## src/design/isl_cfg.svh

```systemverilog
// register offsets, field positions and reset values of the latch block
`ifndef ISL_CFG_SVH
`define ISL_CFG_SVH
// register indices; byte address is four times the index
`define ISL_IDX_MODE_B   12'h022
`define ISL_IDX_STAT_A   12'h023
`define ISL_IDX_MODE_A   12'h030
`define ISL_IDX_STAT_B   12'h031
`define ISL_IDX_EVT_STAT 12'h032
`define ISL_IDX_EVT_CLR  12'h033
`define ISL_IDX_EVT_EN   12'h034
// implemented bits per register
`define ISL_MASK_B       8'hbf
`define ISL_MASK_A       8'hfe
`define ISL_MASK_EVT     16'hfebf
// reset values
`define ISL_RST_BYTE     8'h00
`define ISL_RST_EVT      16'h0000
`define ISL_RST_WORD     32'h00000000
// pair b field positions
`define ISL_B_PWR_ERR    7
`define ISL_B_BLANK      5
`define ISL_B_OSC_ALIGN  4
`define ISL_B_LOCKED     3
`define ISL_B_ROTATE     2
`define ISL_B_WINDOW     1
`define ISL_B_TRIPPED    0
// first status field positions
`define ISL_A_CAL_PASS   7
`define ISL_A_CAL_FAIL   6
`define ISL_A_CONV_LOST  5
`define ISL_A_CONV_LOCK  4
`define ISL_A_SER_LOST   3
`define ISL_A_SER_LOCK   2
`define ISL_A_LANE_ERR   1
`endif

```

## src/design/isl_pkg.sv

```systemverilog
// types and decode helpers shared by the latch block
package isl_pkg;
  typedef logic [7:0]  isl_byte_t;
  typedef logic [11:0] isl_addr_t;
  typedef logic [15:0] isl_evt_t;

  // byte address of a register index
  function automatic isl_addr_t isl_byte_addr(input isl_addr_t idx);
    return {idx[9:0], 2'b00};
  endfunction

  // rising edge of a vector against its previous sample
  function automatic isl_byte_t isl_rise(input isl_byte_t now, input isl_byte_t was);
    return now & ~was;
  endfunction
endpackage

```

## src/design/isl_latch_bank.sv

```systemverilog
// eight status bits, each live or sticky as its latch-mode bit selects
`timescale 1ns/1ps
`include "isl_cfg.svh"
module isl_latch_bank
  import isl_pkg::*;
(
  // clock and reset
  input  wire logic      ref_clk,
  input  wire logic      resetn,
  // conditions and mode
  input  wire isl_byte_t live,
  input  wire isl_byte_t mode,
  input  wire isl_byte_t mask,
  // write-one-to-clear
  input  wire logic      clr_we,
  input  wire isl_byte_t clr_data,
  // results
  output isl_byte_t      view,
  output isl_byte_t      held
);
  isl_byte_t prev;
  isl_byte_t next_held;

  // capture on rise while sticky; a rise in the clear cycle still sets
  always_comb begin
    next_held = held;
    if (clr_we) begin
      next_held = next_held & ~clr_data;
    end
    next_held = (next_held | isl_rise(live, prev)) & mode & mask;
  end

  always_ff @(posedge ref_clk) begin
    if (!resetn) begin
      prev <= `ISL_RST_BYTE;
      held <= `ISL_RST_BYTE;
    end else begin
      prev <= live;
      held <= next_held;
    end
  end

  // live bits where mode is low, captured bits where high
  assign view = ((held & mode) | (live & ~mode)) & mask;
endmodule

```

## src/design/isl_sync.sv

```systemverilog
// two-flop synchroniser for asynchronous status levels
`timescale 1ns/1ps
module isl_sync #(
  parameter int W = 16
) (
  // clock and reset
  input  wire logic         ref_clk,
  input  wire logic         resetn,
  // levels
  input  wire logic [W-1:0] async_in,
  output logic      [W-1:0] sync_out
);
  logic [W-1:0] stage1;

  // first stage feeds only the second
  always_ff @(posedge ref_clk) begin
    if (!resetn) begin
      stage1   <= '0;
      sync_out <= '0;
    end else begin
      stage1   <= async_in;
      sync_out <= stage1;
    end
  end
endmodule

```

## src/design/isl_top.sv

```systemverilog
// interrupt status latch block: pair b latch modes, first status register
`timescale 1ns/1ps
`include "isl_cfg.svh"

// How it works
// - mode bit 7 makes the pair b power-detect error sticky and pulls the pin low.
// - mode bit 5 makes pair b blanking-done sticky on its rise, else it reads live.
// - mode bit 4 makes the pair b oscillator-align flag sticky, else live.
// - mode bit 3 makes the pair b alignment-locked flag sticky on its rise, else live.
// - mode bit 2 makes the pair b alignment-rotate flag sticky, else live.
// - mode bit 1 makes the pair b outside-window flag sticky, else live.
// - mode bit 0 makes the pair b alignment-tripped flag sticky, else live.
// - a status bit is live while its mode bit is low, else captures on a rise.
// - a captured bit stays set until software writes 1 to it or clears its mode bit; writing 0 keeps it.
// - first status bit 7 reports calibration passed, live or sticky.
// - first status bit 6 reports calibration failed, live or sticky.
// - first status bit 5 reports converter pll lock lost, live or sticky.
// - first status bit 4 reports converter pll locked, live or sticky.
// - first status bit 3 reports serializer pll lock lost, live or sticky.
// - bit 2 reports serializer lock; bit 1 a lane buffer error held until link disable.
module isl_top
  import isl_pkg::*;
(
  // clock and reset
  input  wire logic        ref_clk,
  input  wire logic        resetn,
  // apb slave
  input  wire logic [11:0] paddr,
  input  wire logic        psel,
  input  wire logic        penable,
  input  wire logic        pwrite,
  input  wire logic [31:0] pwdata,
  input  wire logic [3:0]  pstrb,
  output logic      [31:0] prdata,
  output logic             pready,
  output logic             pslverr,
  // pair b conditions
  input  wire logic        power_detect_error_b,
  input  wire logic        blanking_done_b,
  input  wire logic        osc_align_tripped_b,
  input  wire logic        align_locked_b,
  input  wire logic        align_rotate_b,
  input  wire logic        align_outside_window_b,
  input  wire logic        align_tripped_b,
  // first status conditions
  input  wire logic        calibration_passed,
  input  wire logic        calibration_failed,
  input  wire logic        converter_pll_lost,
  input  wire logic        converter_pll_locked,
  input  wire logic        serializer_pll_lost,
  input  wire logic        serializer_pll_locked,
  input  wire logic        lane_buffer_error,
  input  wire logic        link_enable,
  // interrupt outputs
  output logic             irq_n,
  output logic             irq
);
  // synchronised conditions
  logic [15:0] cond_s;
  // lane error hold, cleared only by link disable
  logic        lane_hold;
  // live vectors
  isl_byte_t   live_b;
  isl_byte_t   live_a;
  // latch-mode registers
  isl_byte_t   latch_mode_pair_b;
  isl_byte_t   latch_mode_first;
  // bank results
  isl_byte_t   view_b;
  isl_byte_t   view_a;
  isl_byte_t   held_b;
  isl_byte_t   held_a;
  // event interrupt registers
  // evt_prev mirrors both live vectors to find rising edges
  isl_evt_t    evt_prev;
  isl_evt_t    evt_status;
  isl_evt_t    evt_enable;
  isl_evt_t    evt_rise;
  isl_evt_t    next_evt_status;
  // bus decode
  // one hit line per register, all from the same byte address
  logic        acc;
  logic        wr;
  logic        setup;
  logic        hit_mode_b;
  logic        hit_stat_a;
  logic        hit_mode_a;
  logic        hit_stat_b;
  logic        hit_evt_stat;
  logic        hit_evt_clr;
  logic        hit_evt_en;
  logic        mapped;
  logic        wr_lo;
  logic        wr_hi;
  logic [31:0] next_rdata;

  // every status source is asynchronous to ref_clk
  // link_enable rides in the top bit so its delay matches the lane error
  // bit 0 of the bundle is padding and is never read
  // a condition change reaches the banks one edge after it is first sampled
  // pulses shorter than one ref_clk period may be missed entirely
  // the synchroniser resets to zero, so no false edge follows reset
  isl_sync #(
    .W(16)
  ) u_sync (
    .ref_clk  (ref_clk),
    .resetn   (resetn),
    .async_in ({link_enable,
                power_detect_error_b,
                blanking_done_b,
                osc_align_tripped_b,
                align_locked_b,
                align_rotate_b,
                align_outside_window_b,
                align_tripped_b,
                calibration_passed,
                calibration_failed,
                converter_pll_lost,
                converter_pll_locked,
                serializer_pll_lost,
                serializer_pll_locked,
                lane_buffer_error,
                1'b0}),
    .sync_out (cond_s)
  );

  // lane error persists until the link is taken down
  // clear beats set here: while the link is down the buffers are idle,
  // so a stale error level must not survive the re-enable
  // the flag is a level, so a buffer error still standing re-sets it
  always_ff @(posedge ref_clk) begin
    if (!resetn) begin
      lane_hold <= 1'b0;
    end else if (!cond_s[15]) begin
      lane_hold <= 1'b0;
    end else if (cond_s[1]) begin
      lane_hold <= 1'b1;
    end
  end

  // pair b live vector, bit 6 reserved
  // reserved positions stay at the reset value so they read zero
  always_comb begin
    live_b                   = `ISL_RST_BYTE;
    live_b[`ISL_B_PWR_ERR]   = cond_s[14];
    live_b[`ISL_B_BLANK]     = cond_s[13];
    live_b[`ISL_B_OSC_ALIGN] = cond_s[12];
    live_b[`ISL_B_LOCKED]    = cond_s[11];
    live_b[`ISL_B_ROTATE]    = cond_s[10];
    live_b[`ISL_B_WINDOW]    = cond_s[9];
    live_b[`ISL_B_TRIPPED]   = cond_s[8];
  end

  // first status live vector, bit 0 reserved
  // the lane bit shows the held level, not the raw pin
  always_comb begin
    live_a                   = `ISL_RST_BYTE;
    live_a[`ISL_A_CAL_PASS]  = cond_s[7];
    live_a[`ISL_A_CAL_FAIL]  = cond_s[6];
    live_a[`ISL_A_CONV_LOST] = cond_s[5];
    live_a[`ISL_A_CONV_LOCK] = cond_s[4];
    live_a[`ISL_A_SER_LOST]  = cond_s[3];
    live_a[`ISL_A_SER_LOCK]  = cond_s[2];
    live_a[`ISL_A_LANE_ERR]  = lane_hold;
  end

  // apb decode; a write lands only at the access edge
  // pready is high only in the access cycle, so acc marks the one
  // edge at which a transfer completes; pslverr blocks unmapped writes
  // pstrb[0] and pstrb[1] gate the two low eight-bit lanes of the data word; the upper lanes are unused
  // setup is a single cycle; pready answers it with no wait states
  assign setup        = psel & ~penable;
  assign acc          = psel & penable & pready;
  assign wr           = acc & pwrite & ~pslverr;
  assign wr_lo        = wr & pstrb[0];
  assign wr_hi        = wr & pstrb[1];
  assign hit_mode_b   = (paddr == isl_byte_addr(`ISL_IDX_MODE_B));
  assign hit_stat_a   = (paddr == isl_byte_addr(`ISL_IDX_STAT_A));
  assign hit_mode_a   = (paddr == isl_byte_addr(`ISL_IDX_MODE_A));
  assign hit_stat_b   = (paddr == isl_byte_addr(`ISL_IDX_STAT_B));
  assign hit_evt_stat = (paddr == isl_byte_addr(`ISL_IDX_EVT_STAT));
  assign hit_evt_clr  = (paddr == isl_byte_addr(`ISL_IDX_EVT_CLR));
  assign hit_evt_en   = (paddr == isl_byte_addr(`ISL_IDX_EVT_EN));
  assign mapped       = hit_mode_b | hit_stat_a | hit_mode_a | hit_stat_b
                      | hit_evt_stat | hit_evt_clr | hit_evt_en;

  // latch-mode registers steer the two banks
  // reserved mode bits are masked on write so they always read zero
  // clearing a mode bit also drops its held bit in the bank
  // both mode registers use only byte lane 0
  always_ff @(posedge ref_clk) begin
    if (!resetn) begin
      latch_mode_pair_b <= `ISL_RST_BYTE;
      latch_mode_first  <= `ISL_RST_BYTE;
    end else begin
      if (wr_lo && hit_mode_b) begin
        latch_mode_pair_b <= pwdata[7:0] & `ISL_MASK_B;
      end
      if (wr_lo && hit_mode_a) begin
        latch_mode_first <= pwdata[7:0] & `ISL_MASK_A;
      end
    end
  end

  // pair b bank: live or sticky per bit
  // both banks share one write data lane; only the decoded one clears
  // view is what software reads, held drives the pin
  isl_latch_bank u_bank_b (
    .ref_clk  (ref_clk),
    .resetn   (resetn),
    .live     (live_b),
    .mode     (latch_mode_pair_b),
    .mask     (`ISL_MASK_B),
    .clr_we   (wr_lo & hit_stat_b),
    .clr_data (pwdata[7:0]),
    .view     (view_b),
    .held     (held_b)
  );

  // first status bank: live or sticky per bit
  // the lane bit gets the same sticky choice as the others
  isl_latch_bank u_bank_a (
    .ref_clk  (ref_clk),
    .resetn   (resetn),
    .live     (live_a),
    .mode     (latch_mode_first),
    .mask     (`ISL_MASK_A),
    .clr_we   (wr_lo & hit_stat_a),
    .clr_data (pwdata[7:0]),
    .view     (view_a),
    .held     (held_a)
  );

  // event interrupt: every rising condition is recorded here
  // this path ignores the latch modes, so software sees every edge
  // even for bits that are shown live in the status registers
  // bits 8 and 6 of the event word are reserved and never set
  assign evt_rise = {live_a, live_b} & ~evt_prev & `ISL_MASK_EVT;

  // set wins over a clear written in the same cycle
  // losing an edge would hide an event, a spare set only costs a read
  always_comb begin
    next_evt_status = evt_status;
    if (hit_evt_clr && wr_lo) begin
      next_evt_status[7:0] = next_evt_status[7:0] & ~pwdata[7:0];
    end
    if (hit_evt_clr && wr_hi) begin
      next_evt_status[15:8] = next_evt_status[15:8] & ~pwdata[15:8];
    end
    next_evt_status = next_evt_status | evt_rise;
  end

  always_ff @(posedge ref_clk) begin
    if (!resetn) begin
      evt_prev   <= `ISL_RST_EVT;
      evt_status <= `ISL_RST_EVT;
    end else begin
      evt_prev   <= {live_a, live_b};
      evt_status <= next_evt_status;
    end
  end

  // enable register, byte lanes honoured
  // reserved enable bits are masked so they cannot raise irq
  // the low byte uses the pair b mask, the high byte the first one
  always_ff @(posedge ref_clk) begin
    if (!resetn) begin
      evt_enable <= `ISL_RST_EVT;
    end else begin
      if (wr_lo && hit_evt_en) begin
        evt_enable[7:0] <= pwdata[7:0] & `ISL_MASK_B;
      end
      if (wr_hi && hit_evt_en) begin
        evt_enable[15:8] <= pwdata[15:8] & `ISL_MASK_A;
      end
    end
  end

  // read mux; write-only clear register reads zero
  // at most one hit is true, so the order of the tests does not matter
  // unmapped addresses fall through to zero
  // the event registers are sixteen bits wide, the rest eight
  always_comb begin
    next_rdata = `ISL_RST_WORD;
    if (hit_mode_b) begin
      next_rdata[7:0] = latch_mode_pair_b;
    end
    if (hit_mode_a) begin
      next_rdata[7:0] = latch_mode_first;
    end
    if (hit_stat_a) begin
      next_rdata[7:0] = view_a;
    end
    if (hit_stat_b) begin
      next_rdata[7:0] = view_b;
    end
    if (hit_evt_stat) begin
      next_rdata[15:0] = evt_status;
    end
    if (hit_evt_en) begin
      next_rdata[15:0] = evt_enable;
    end
  end

  // one wait-free answer: pready rises the cycle after setup
  // data is frozen with pready so a slow master sees stable values
  // read data is taken at the setup edge, one cycle before the master
  // samples it; a status change in between shows on the next read
  // prdata returns to zero after the access so stale data never lingers
  always_ff @(posedge ref_clk) begin
    if (!resetn) begin
      pready  <= 1'b0;
      pslverr <= 1'b0;
      prdata  <= `ISL_RST_WORD;
    end else begin
      pready  <= setup;
      pslverr <= setup & ~mapped;
      if (setup) begin
        prdata <= pwrite ? `ISL_RST_WORD : next_rdata;
      end else if (acc) begin
        prdata <= `ISL_RST_WORD;
      end
    end
  end

  // pin stays low until every captured bit is cleared
  // the held vectors already include this cycle's set-over-clear
  // the pin follows held bits only; live bits never pull it low
  // one edge of delay after the held vector, so a clear shows next cycle
  // reset leaves the pin released, high
  always_ff @(posedge ref_clk) begin
    if (!resetn) begin
      irq_n <= 1'b1;
    end else begin
      irq_n <= ~(|held_a | |held_b);
    end
  end

  // level output, high while an enabled event is pending
  // uses the next status so the level rises with the recorded event
  // the enable register alone decides, the latch modes play no part
  always_ff @(posedge ref_clk) begin
    if (!resetn) begin
      irq <= 1'b0;
    end else begin
      irq <= |(next_evt_status & evt_enable);
    end
  end
endmodule

```

## config.mk

```make
export PLATFORM = sky130hd
export DESIGN_NAME = isl_top
export DESIGN_NICKNAME = d
export VERILOG_FILES = /design/src/design/isl_pkg.sv /design/src/design/isl_latch_bank.sv /design/src/design/isl_sync.sv /design/src/design/isl_top.sv
export VERILOG_INCLUDE_DIRS = /design/src /design/src/design
export SDC_FILE = /design/constraint.sdc
export NUM_CORES = 1
export LEC_CHECK = 0
export BUFFER_PORTS_ARGS = -buffer_cell sky130_fd_sc_hd__buf_4
export CAP_MARGIN = 5
export CORE_MARGIN = 2
export CORE_UTILIZATION = 59
export DETAILED_ROUTE_END_ITERATION = 7
export PLACE_DENSITY = 0.82
export SETUP_SLACK_MARGIN = 0.5
export SYNTH_ARGS = -nofsm -noshare
export SYNTH_HDL_FRONTEND = slang
export SYNTH_SLANG_ARGS = --single-unit
```

## constraint.sdc

```tcl
create_clock -name ref_clk -period 5.2 [get_ports ref_clk]
set_clock_uncertainty 0.1 [all_clocks]
set_input_delay 0.26 -clock ref_clk [delete_from_list [all_inputs] [get_ports ref_clk]]
set_output_delay 0.26 -clock ref_clk [all_outputs]
set_load 0.01 [all_outputs]
```

# Word-level counts from Yosys, hierarchy flattened
# Index checks and enable logic that the tools add are counted.
[word_totals]
inputBits = 68
regBits = 161
wordCells = 102
[classes]
n_reduce_logical = 11
n_mux = 13
bitwise = 47
n_eq_ne = 7
[op_table]
columns = ["cell", "count"]
rows = [
  ["AND 8 bit", 12],
  ["equality test 12 x 8 -> 1 bit, second input constant", 7],
  ["2-to-1 mux 32 bit", 2],
  ["2-to-1 mux 8 bit", 8],
  ["2-to-1 mux 16 bit", 3],
  ["inverter 8 bit", 6],
  ["AND 16 bit", 2],
  ["OR 8 bit", 4],
  ["inverter 16 bit", 1],
  ["OR 16 bit", 1],
  ["OR reduction 16 bit", 1],
  ["OR reduction 8 bit", 2],
  ["AND 1 bit", 10],
  ["OR 1 bit", 7],
  ["logical AND 1 bit", 6],
  ["inverter 1 bit", 4],
  ["AND reduction 2 bit", 1],
  ["nonzero test 2 bit", 1],
]

# Longest topological paths before layout
# Gate-level depths: netlist of the first run.
[depth]
depth_word = 10
ltp_mapped = 9
ltp_nobuf = 6

# Modules after synthesis
# A second synthesis of the first run with hierarchy kept.
[unflattened]
cells_unflattened = 656
hier_area_um2 = 6162.2
[by_module_without_submodules]
columns = ["mod", "cells_per_inst", "n_inst", "area_per_inst_um2"]
rows = [
  ["isl_top", 459, 1, 3849.9],
  ["isl_latch_bank", 65, 2, 708.2],
  ["isl_sync", 67, 1, 895.9],
]

# Worst setup path after synthesis of the first run
# OpenSTA, ideal clock, no wires.
[synth_timing]
kind = "input port to flip-flop"
start = "input paddr[1]"
end = "register irq"
path_stages = 7
t_arrival_ps = 2248
path_slack_ps = 2726
t_required_ps = 4975
setup_ps = 125
path_cell_list = "or4b_1 buf_6 nor4_4 a41oi_1 nor4_2 nand4_1 o41a_1"
[synth_between]
elab_chain_len = 6
[synth_lines]
columns = ["item", "line", "source"]
rows = [
  ["start: declaration", "isl_top.sv:28", "input wire logic [11:0] paddr,"],
  ["equality test 12 x 8 -> 1 bit (*)", "isl_top.sv:182", "assign hit_evt_clr = (paddr == isl_byte_addr(`ISL_IDX_EVT_CLR));"],
  ["logical AND 1 bit, on equally long branches", "isl_top.sv:244, isl_top.sv:247", ""],
  ["2-to-1 mux 8 bit, on equally long branches", "isl_top.sv:244, isl_top.sv:247", ""],
  ["OR 16 bit (*)", "isl_top.sv:250", "next_evt_status = next_evt_status | evt_rise;"],
  ["AND 16 bit (*)", "isl_top.sv:346", "irq <= |(next_evt_status & evt_enable);"],
  ["OR reduction 16 bit (*)", "isl_top.sv:346", ""],
  ["end signal: assignment", "isl_top.sv:346", ""],
  ["end: declaration", "isl_top.sv:56", "output logic irq"],
]
# Every way passes the cells marked *; elsewhere a longest branch is shown, timed or not.
# A chain may end at the register's enable or synchronous reset.

# Worst setup path in the final report of the first run
# Ends and elaborated chain as after synthesis.

==> results.ini, run 1 <==
[run_status]
outcome = finished, final reports clean

[placed_design]
hpwlAfterDp_mm = 8.509
gp_congestion = 0.9173
placed_area_um2 = 5614
io_buffers = 69
dp_cells = 719

[power_and_ir_drop]
p_comb_frac = 0.059
p_clk_frac = 0.497
p_leak_nw = 2.509
p_seq_frac = 0.445
p_per_area_nw_per_um2 = 336.8
peakVddDrop_mv = 0.2025
switching_power_mw = 0.4629
netSwitchingFraction = 0.2117
power.internal_mw = 1.723

[drt]
wl_per_cell_um = 16.98
drc = 0
drt_iter0_drc = 420
drt-vias-per-instance = 5.804
drt_wl_total_mm = 13.28
vias = 4539
firstDrtPassIters = 5
ant_nets = 0

[synth]
yosys.area.top_type = dfxtp_1
synth_mux_area_frac = 0.04079
synth_top_family_by_area = simple AND/OR/NAND/NOR gates
synthFlopType = dfxtp_1
synth_compound_area_frac = 0.1777
yosys.area.top_type_share = 0.4778
synth_area_leaders = dfxtp_1, and2_1, a21oi_1, nor2b_1, nand2_1
synth_area_um2 = 5154
ys_warn_count = 0
synth_common_cells = dfxtp_1, nand2_1, a21oi_1
synth_most_common_cell = dfxtp_1
synth_xor_xnor_area_share = 0
ys_seq_elements = 123
ys_seq_area_frac = 0.4778
synth-edff-count = 0
synth_adder_area_share = 0
async_reset_ff_frac = 0
netlist_instances = 569
synth.distinct_cells = 53
synthSimpleGateAreaFrac = 0.2396
synth.avg_cell_area_um2 = 9.057

[cts]
clk_latency_ns = 0.51
clkSinkCount = 123
cts_buffer_depth = 2
cts_htree_levels = 4
root_buffer = clkbuf_8
post_cts.repair.setup_buffers = 0
cts_tree = built
clk_pin_slew_ns = 0.05
cts_buffers = 17

[sta]
timing.hold.ws_ns = 0.04772
setup_viol = 0
slew_viol_final = 0
max_freq_ghz = 0.3410
rsz0062_at_grt = false
final_hold_viol_count = 0
setup_tns_ns = 0
min_period_ns = 2.933
period_share = 0.5639
slew_headroom = 0.3192
worstMarginPinSlew_ns = 1.013

[grt]
overflow = 0
antenna_found_initial = 0
grt_pass1_vias = 4432
grt_use_total = 0.2831
busiest_layer = met2
met2_usage = 0.4785
grt_use_met1 = 0.3447
use_met3 = 0.06906
grt_max_degree = 118
grt_pass1_wl_mm = 21.45

[worst_setup_path]
crit_path_cell_trace = buf_4 > or4b_1 > nor4_4 > a41oi_1 > nor4_2 > nand4_1 > o41a_1
endpoint_kind = flop
worstPathArrival_ns = 3.23
reg2reg_slack_ns = 2.58
worstSetupPathType = primary input to flop
slowest_stage = nor4_4
r2r-end = u_bank_b.held[5]
regToRegStartpoint = pready
required_ns = 5.50
start_kind = primary input
max_stage_delay_ns = 0.84
reg2reg_depth = 6
worst-path-max-fanout = 15

[run]
drv_cap = 0

[worst_hold_path]
hp-start = paddr[3]
holdPathEnd = evt_status[6]
min-delay-path-class = primary input to flop
hold_depth = 3

[floorplanning]
die_h_um = 97.46
ioPinCount = 104
rows = 34
start_util = 0.5997
core_area_um2 = 8593
chipWidth_um = 97.46
dieArea_um2 = 9498

[layout]
final_cell_count_no_fill = 782
diodes = 0
num-nets-final = 731
drive_gt1_frac = 0.1677
area_growth_pct = 25.95
fin_area_um2 = 6491

[worst max path at each step]
stage                         from  endpoint  slack [ns]  cells after the start
after floorplan           paddr[1]       irq        2.73                      7
after global placement    paddr[1]       irq        1.90                      7
after detailed placement  paddr[1]       irq        1.88                      7
after CTS                 paddr[1]       irq        2.40                      7
after global routing      paddr[1]       irq        2.20                      7
final                     paddr[1]       irq        2.27                      7
[per-stage QoR]
| step | setup WS, ns | total power, mW | util |
|---|---|---|---|
| 2_1_floorplan | 2.727 | 1.057 | - |
| 3_3_place_gp | 1.895 | 1.092 | 0.6533 |
| 3_5_place_dp | 1.880 | 1.096 | 0.6533 |
| 4_1_cts | 2.395 | 2.191 | 0.7554 |
| 5_1_grt | 2.196 | 2.246 | 0.7554 |
| 6_report | 2.267 | 2.186 | 0.7554 |
[power groups by stage]
stage | sequential (mW) | clock [mW] | combinational [mW]
2_1_floorplan | 0.989 | 0 | 0.0684
6_report | 0.972 | 1.09 | 0.128
4_1_cts | 0.972 | 1.09 | 0.125
3_5_place_dp | 0.992 | 0 | 0.104
5_1_grt | 0.974 | 1.13 | 0.137
3_3_place_gp | 0.990 | 0 | 0.101
[cell families (layout without fill, tap and decap cells)]
kind of cell / after synthesis / in the layout
DFF: 123 / 123
AOI/OAI and AO/OA: 145 / 145
muxes: 21 / 21
other: 1 / 16
and+or+nand+nor: 221 / 221
buffers and inverters: 58 / 148
[routing by layer]
| layer | up-vias | wire (um) |
|---|---|---|
| met5 | - | 0 |
| met4 | 0 | 337 |
| met3 | 26 | 1216 |
| met1 | 2134 | 5229 |
| li1 | 2133 | - |
| met2 | 246 | 6498 |
[timing repair]
action / in CTS / in global routing
endpoints found under the setup margin: 0 / 0
resized for setup: 0 / 0
hold buffers: 33 / 0
endpoints found under the hold margin: 48 / 0
[cells in the final DEF (no fill, tap or decap), types with 21 or more instances in the layout]
cell	Yosys	final
mux2i_1	21	21
buf_4	17	72
dfxtp_1	123	123
and2_1	49	49
o21ai_0	28	28
a21oi_1	53	53
dlygate4sd3_1	0	33
nor2_1	22	22
nand2_1	60	60
nor2b_1	40	40
[registers in the layout (all words and copies together), names as in the netlist]
register,flops
evt_enable,14
evt_prev,14
evt_status,16
irq,1
irq_n,1
lane_hold,1
latch_mode_first,7
latch_mode_pair_b,7
prdata,16
pready,1
pslverr,1
u_bank_a.held,7
u_bank_b.held,7
u_sync.stage1,15
u_sync.sync_out,15
[worst max-delay path: cells and delay by family]
family,cells,cell delay [ns]
simple gates,4,2.12
compound gates,2,0.73
buf+inv,1,0.10
[layout make-up]
class | count | area, um2
Clock inverter | 9 | 97.59
Fill cell | 597 | 2102
Clock buffer | 21 | 449.2
Tap cell | 108 | 135.1
Sequential cell | 123 | 2462
Timing Repair Buffer | 105 | 870.8
Multi-Input combinational cell | 403 | 2427
Inverter | 13 | 48.80
No activity file was read; power rests on OpenSTA's default activity.
==> run 2: changes to the inputs <==
Settings changed: CORE_UTILIZATION 59 to 55, PLACE_DENSITY 0.82 to 0.77.
Clock period 5.2 ns to 2.8 ns, I/O delays scaled along.
==> results.ini, run 2 (synthesis gave the netlist of run 1 again) <==
[run_status]
outcome = finished, final reports clean

[placed_design]
io_buffers = 69  ; unchanged
hpwlAfterDp_mm = 8.639  ; +1.5%
gp_congestion = 0.9169  ; about the same

[layout]
area_growth_pct = 32.27
seq_area_um2 = 2462  ; unchanged
diodes = 0  ; unchanged
multi_input_area_um2 = 2432  ; +0.21%
top_regs = evt_status: 16 flops, prdata: 16 flops
drive_gt1_frac = 0.1872  ; +0.01958
final_common_cell = dfxtp_1
num-nets-final = 760  ; +4.0%
layout_common_cells = dfxtp_1, buf_4, nand2_1, a21oi_1, and2_1
nFillCells = 655  ; +9.7%

[sta]
timing.hold.ws_ns = 0.1515  ; +0.1037 ns
setup_viol = 0  ; unchanged
slew_headroom = 0.5467  ; +0.2275
worstMarginPinSlew_ns = 0.6799  ; -0.3335 ns
max_freq_ghz = 0.4448
final_hold_viol_count = 0  ; unchanged
period_share = 0.8029
slew_viol_final = 0  ; unchanged
min_period_ns = 2.248
setup_tns_ns = 0  ; unchanged
rsz0062_at_grt = false

[worst_setup_path]
endpoint_kind = flop
worstSetupPathType = flop to flop
crit_path_cell_trace = or2b_2 > nor2_1 > buf_4 > a41oi_1 > nor4_2 > nand4_1 > o41a_1
required_ns = 3.09  ; -2.41 ns
start_kind = flop
max_stage_delay_ns = 0.45  ; -0.39 ns
worstPathArrival_ns = 2.54  ; -0.69 ns
slowest_stage = o41a_1
worst-path-max-fanout = 8  ; -7

[cts]
cts_buffer_depth = 2  ; unchanged
cts_buffers = 17  ; unchanged
post_cts.repair.setup_buffers = 0  ; unchanged
cts_tree = built
root_buffer = clkbuf_8
clkSinkCount = 123  ; unchanged
cts_htree_levels = 4  ; unchanged
clk_pin_slew_ns = 0.06  ; about the same
clk_latency_ns = 0.52  ; about the same

[power_and_ir_drop]
p_per_area_nw_per_um2 = 613.9  ; +82%
peakVddDrop_mv = 0.4440  ; +120%
p_leak_nw = 2.664  ; +6.2%

[grt]
grt_use_total = 0.2760  ; -0.007022
grt_max_degree = 84  ; -29%
antenna_found_initial = 0  ; unchanged
overflow = 0  ; unchanged
grt_pass1_vias = 4388  ; -0.99%
grt_pass1_wl_mm = 21.42  ; -0.13%

[drt]
drt-vias-per-instance = 5.650  ; -2.7%
vias = 4610  ; +1.6%
firstDrtPassIters = 6  ; +1
drt_iter0_drc = 423  ; +0.71%
wl_per_cell_um = 16.91  ; -0.43%
ant_nets = 0  ; unchanged
drc = 0  ; unchanged
drt_wl_total_mm = 13.80  ; +3.9%

[floorplanning]
start_util = 0.5631  ; -0.03665
chipWidth_um = 100.8  ; +3.4%
ioPinCount = 104  ; unchanged
rows = 35  ; +2.9%
die_h_um = 100.8  ; +3.4%
dieArea_um2 = 10160  ; +7.0%
core_area_um2 = 9153  ; +6.5%

[worst_hold_path]
min-delay-path-class = primary input to flop

[run]
drv_cap = 0  ; unchanged

run 2: cell count changes in the layout (fill, tap and decap cells not counted), sizes merged:
| cell | delta |
|---|---|
| buf | +15 |
| clkbuf | -1 |
| inv | +2 |
| dlygate4sd3 | +14 |
| clkinvlp | +2 |
| clkinv | -1 |
run 2: where the power goes:
| part | switching, mW | total [mW] | internal [mW] |
|---|---|---|---|
| Sequential | 0.0173 | 1.80 | 1.79 |
| Clock | 0.800 | 2.12 | 1.32 |
| Combinational | 0.123 | 0.259 | 0.136 |
| Total | 0.940 | 4.18 | 3.24 |
run 2: timing repair:
action,4_1_cts,5_1_grt
hold buffers,47,0
endpoints found under the hold margin,91,0
endpoints found under the setup margin,1,0
resized for setup,1,0
run 2: worst max-delay path, delay by kind of cell (launching register included):
kind	cells	cell delay, ns
AND/OR/NAND/NOR	4	0.94
AO/OA/AOI/OAI	2	0.58
flip-flops	1	0.34
buffers and inverters	1	0.17
run 2: cell type report:
| class | instances | area share |
|---|---|---|
| clock inverters | 12 | 0.02056 |
| multi-input cells | 403 | 0.3568 |
| flip-flops and latches | 123 | 0.3612 |
| repair buffers | 134 | 0.1685 |
| well taps | 111 | 0.02037 |
| clock buffers | 20 | 0.06535 |
| inverters | 13 | 0.007159 |
run 2: stage by stage:
step	cells	instance area [um2]	worst slack [ns]	utilization	power, mW
5_1_grt	816	6817	0.5234	0.7448	4.309
3_5_place_dp	737	5756	0.1123	0.6288	2.041
4_1_cts	816	6817	0.5673	0.7448	4.193
3_3_place_gp	737	5756	0.1556	0.6288	2.035
2_1_floorplan	584	5210	0.4465	-	1.963
6_report	816	6817	0.5520	0.7448	4.185
run 2: path summary, 6_finish.rpt:
check / startpoint / endpoint / slack [ns] / cells past startpoint
max: pslverr / irq / 0.55 / 7
min: pstrb[0] / latch_mode_pair_b[1] / 0.15 / 5
max reg2reg: pslverr / irq / 0.55 / 7
min reg2reg: u_sync.stage1[15] / u_sync.sync_out[15] / 0.33 / 1
run 2: per-layer routing:
metal	vias up	wire length, um	GRT usage
li1	2196	-	-
met1	2151	5716	0.3453
met2	229	6669	0.4554
met3	34	958	0.05895
met4	0	455	0.1275
met5	-	0	0
==> run 3: changes to the inputs <==
Settings changed: CORE_UTILIZATION 55 to 49, PLACE_DENSITY 0.77 to 0.72.
Clock period 2.8 ns to 1.98 ns, I/O delays scaled along.
==> results.ini, run 3 (synthesis gave the netlist of run 1 again) <==
[run_status]
outcome = finished, violations left
violations = negative hold slack, negative setup slack

[sta]
worstMarginPinSlew_ns = 0.6236  ; -0.05631 ns
max_freq_ghz = 0.4863
setup_tns_ns = -0.07616  ; -0.07616 ns
slew_viol_final = 0  ; unchanged
fin_ws_ns = -0.07616  ; -0.6281 ns
timing.hold.ws_ns = -0.1112  ; -0.2627 ns
min_period_ns = 2.056
period_share = 1.038
setup_viol = 1  ; +1
slew_headroom = 0.5834  ; +0.03664
final_hold_viol_count = 1  ; +1
rsz0062_at_grt = true

[cts]
root_buffer = clkbuf_8
clkSinkCount = 123  ; unchanged
clk_latency_ns = 0.53  ; about the same
clk_pin_slew_ns = 0.06  ; about the same
cts_tree = built
cts_hold_buf = 38  ; -19%
cts_buffers = 17  ; unchanged
cts_htree_levels = 4  ; unchanged
cts_buffer_depth = 2  ; unchanged

[placed_design]
placed_area_um2 = 6115  ; +6.2%
io_buffers = 69  ; unchanged
hpwlAfterDp_mm = 9.758  ; +13%
gp_congestion = 0.8937  ; -2.5%
dp_slack_ns = -0.5599  ; -0.6722 ns

[grt]
grt_use_total = 0.2873  ; +0.01126
grt_pass1_wl_mm = 24.84  ; +16%
grt_pass1_vias = 4835  ; +10%
antenna_found_initial = 0  ; unchanged
overflow = 0  ; unchanged
grt_max_degree = 54  ; -36%

[layout]
area_growth_pct = 53.95
top_regs = evt_status: 16 flops, prdata: 16 flops
drive_gt1_frac = 0.3692  ; +0.1820
fin_area_um2 = 7934  ; +16%
num-nets-final = 808  ; +6.3%
final_common_cell = dfxtp_1
layout_common_cells = dfxtp_1, buf_4, and2_1, nand2_1
diodes = 0  ; unchanged

[worst_setup_path]
cpMostUsedCell = buf_4
worstSetupPathType = primary input to flop
crit_path_cell_trace = buf_4 > or4b_4 > nor4_4 > buf_6 > buf_4 > a31oi_4 > o21ai_0 > nand4_1 > o41a_1
required_ns = 2.29  ; -0.80 ns
start_kind = primary input
slowest_stage = or4b_4
worstPathArrival_ns = 2.37  ; -0.17 ns
max_stage_delay_ns = 0.56  ; +0.11 ns
worst-path-max-fanout = 7  ; -1
endpoint_kind = flop

[worst_hold_path]
min-delay-path-class = primary input to flop

[floorplanning]
die_h_um = 106.6  ; +5.7%
start_util = 0.5015  ; -0.06163
ioPinCount = 104  ; unchanged
rows = 37  ; +5.7%
dieArea_um2 = 11350  ; +12%
core_area_um2 = 10280  ; +12%
chipWidth_um = 106.6  ; +5.7%

[drt]
drt-vias-per-instance = 5.601  ; -0.86%
wl_per_cell_um = 18.75  ; +11%
drt_wl_total_mm = 16.67  ; +21%
ant_nets = 0  ; unchanged
drc = 0  ; unchanged
drt_iter0_drc = 461  ; +9.0%
vias = 4979  ; +8.0%
firstDrtPassIters = 6  ; unchanged

[run]
drv_cap = 0  ; unchanged

[power_and_ir_drop]
p_leak_nw = 3.095  ; +16%
power.total_mw = 6.028  ; +44%
peakVddDrop_mv = 0.6084  ; +37%
p_per_area_nw_per_um2 = 759.8  ; +24%

run 3: cell types whose count changed in the layout (fill, tap and decap cells not counted), moves of 10 or more:
cell | before | now
buf_6 | 0 | 39
nand2_2 | 0 | 15
o21ai_0 | 28 | 18
a21oi_1 | 53 | 16
a21oi_2 | 0 | 34
nand2_1 | 60 | 43
dlygate4sd3_1 | 47 | 36
buf_4 | 85 | 96
run 3: what timing repair did:
action	CTS	global route
hold endpoints to repair	84	1
resized for setup	100	77
buffers inserted	18	6
gates cloned	2	0
endpoints found under the setup margin	72	75
pin swaps	46	39
run 3: metal layers:
layer  part of all wire  GRT usage  up-vias
li1                   -          -     2295
met1               0.41     0.3625     2350
met2               0.47     0.4588      276
met3              0.079    0.08155       58
met4              0.042     0.1252        0
met5                  0          0        -
run 3: final timing paths:
check	start	to	slack [ns]	cells past startpoint
worst max-delay path	paddr[0]	irq	-0.08	9
worst min-delay path	penable	prdata[6]	-0.11	4
worst max register to register	pslverr	irq	-0.07	8
worst min register to register	u_sync.stage1[12]	u_sync.sync_out[12]	0.33	1
run 3: per-stage QoR:
step	utilization	instances
after floorplan	-	584
after global placement	0.5950	793
after detailed placement	0.5950	793
after CTS	0.7407	883
after global routing	0.7720	889
final	0.7720	889
run 3: where the power goes:
group	switching, mW	internal [mW]	total [mW]
Clock	1.16	1.82	2.98
Combinational	0.231	0.258	0.489
Sequential	0.0284	2.53	2.56
Total	1.42	4.61	6.03
run 3: area by class of cell:
class                           instances  area [um2]
Inverter                               13       48.80
Fill cell                             647        2344
Timing Repair Buffer                  182        1705
Clock buffer                           18       427.9
Clock inverter                         14       146.4
Multi-Input combinational cell        403        2968
Sequential cell                       123        2467
Tap cell                              136       170.2
run 3: critical path: cells and delay by family:
kind | cells | cell delay, ns
AND/OR/NAND/NOR | 3 | 0.99
AO/OA/AOI/OAI | 3 | 0.79
buffers and inverters | 3 | 0.48
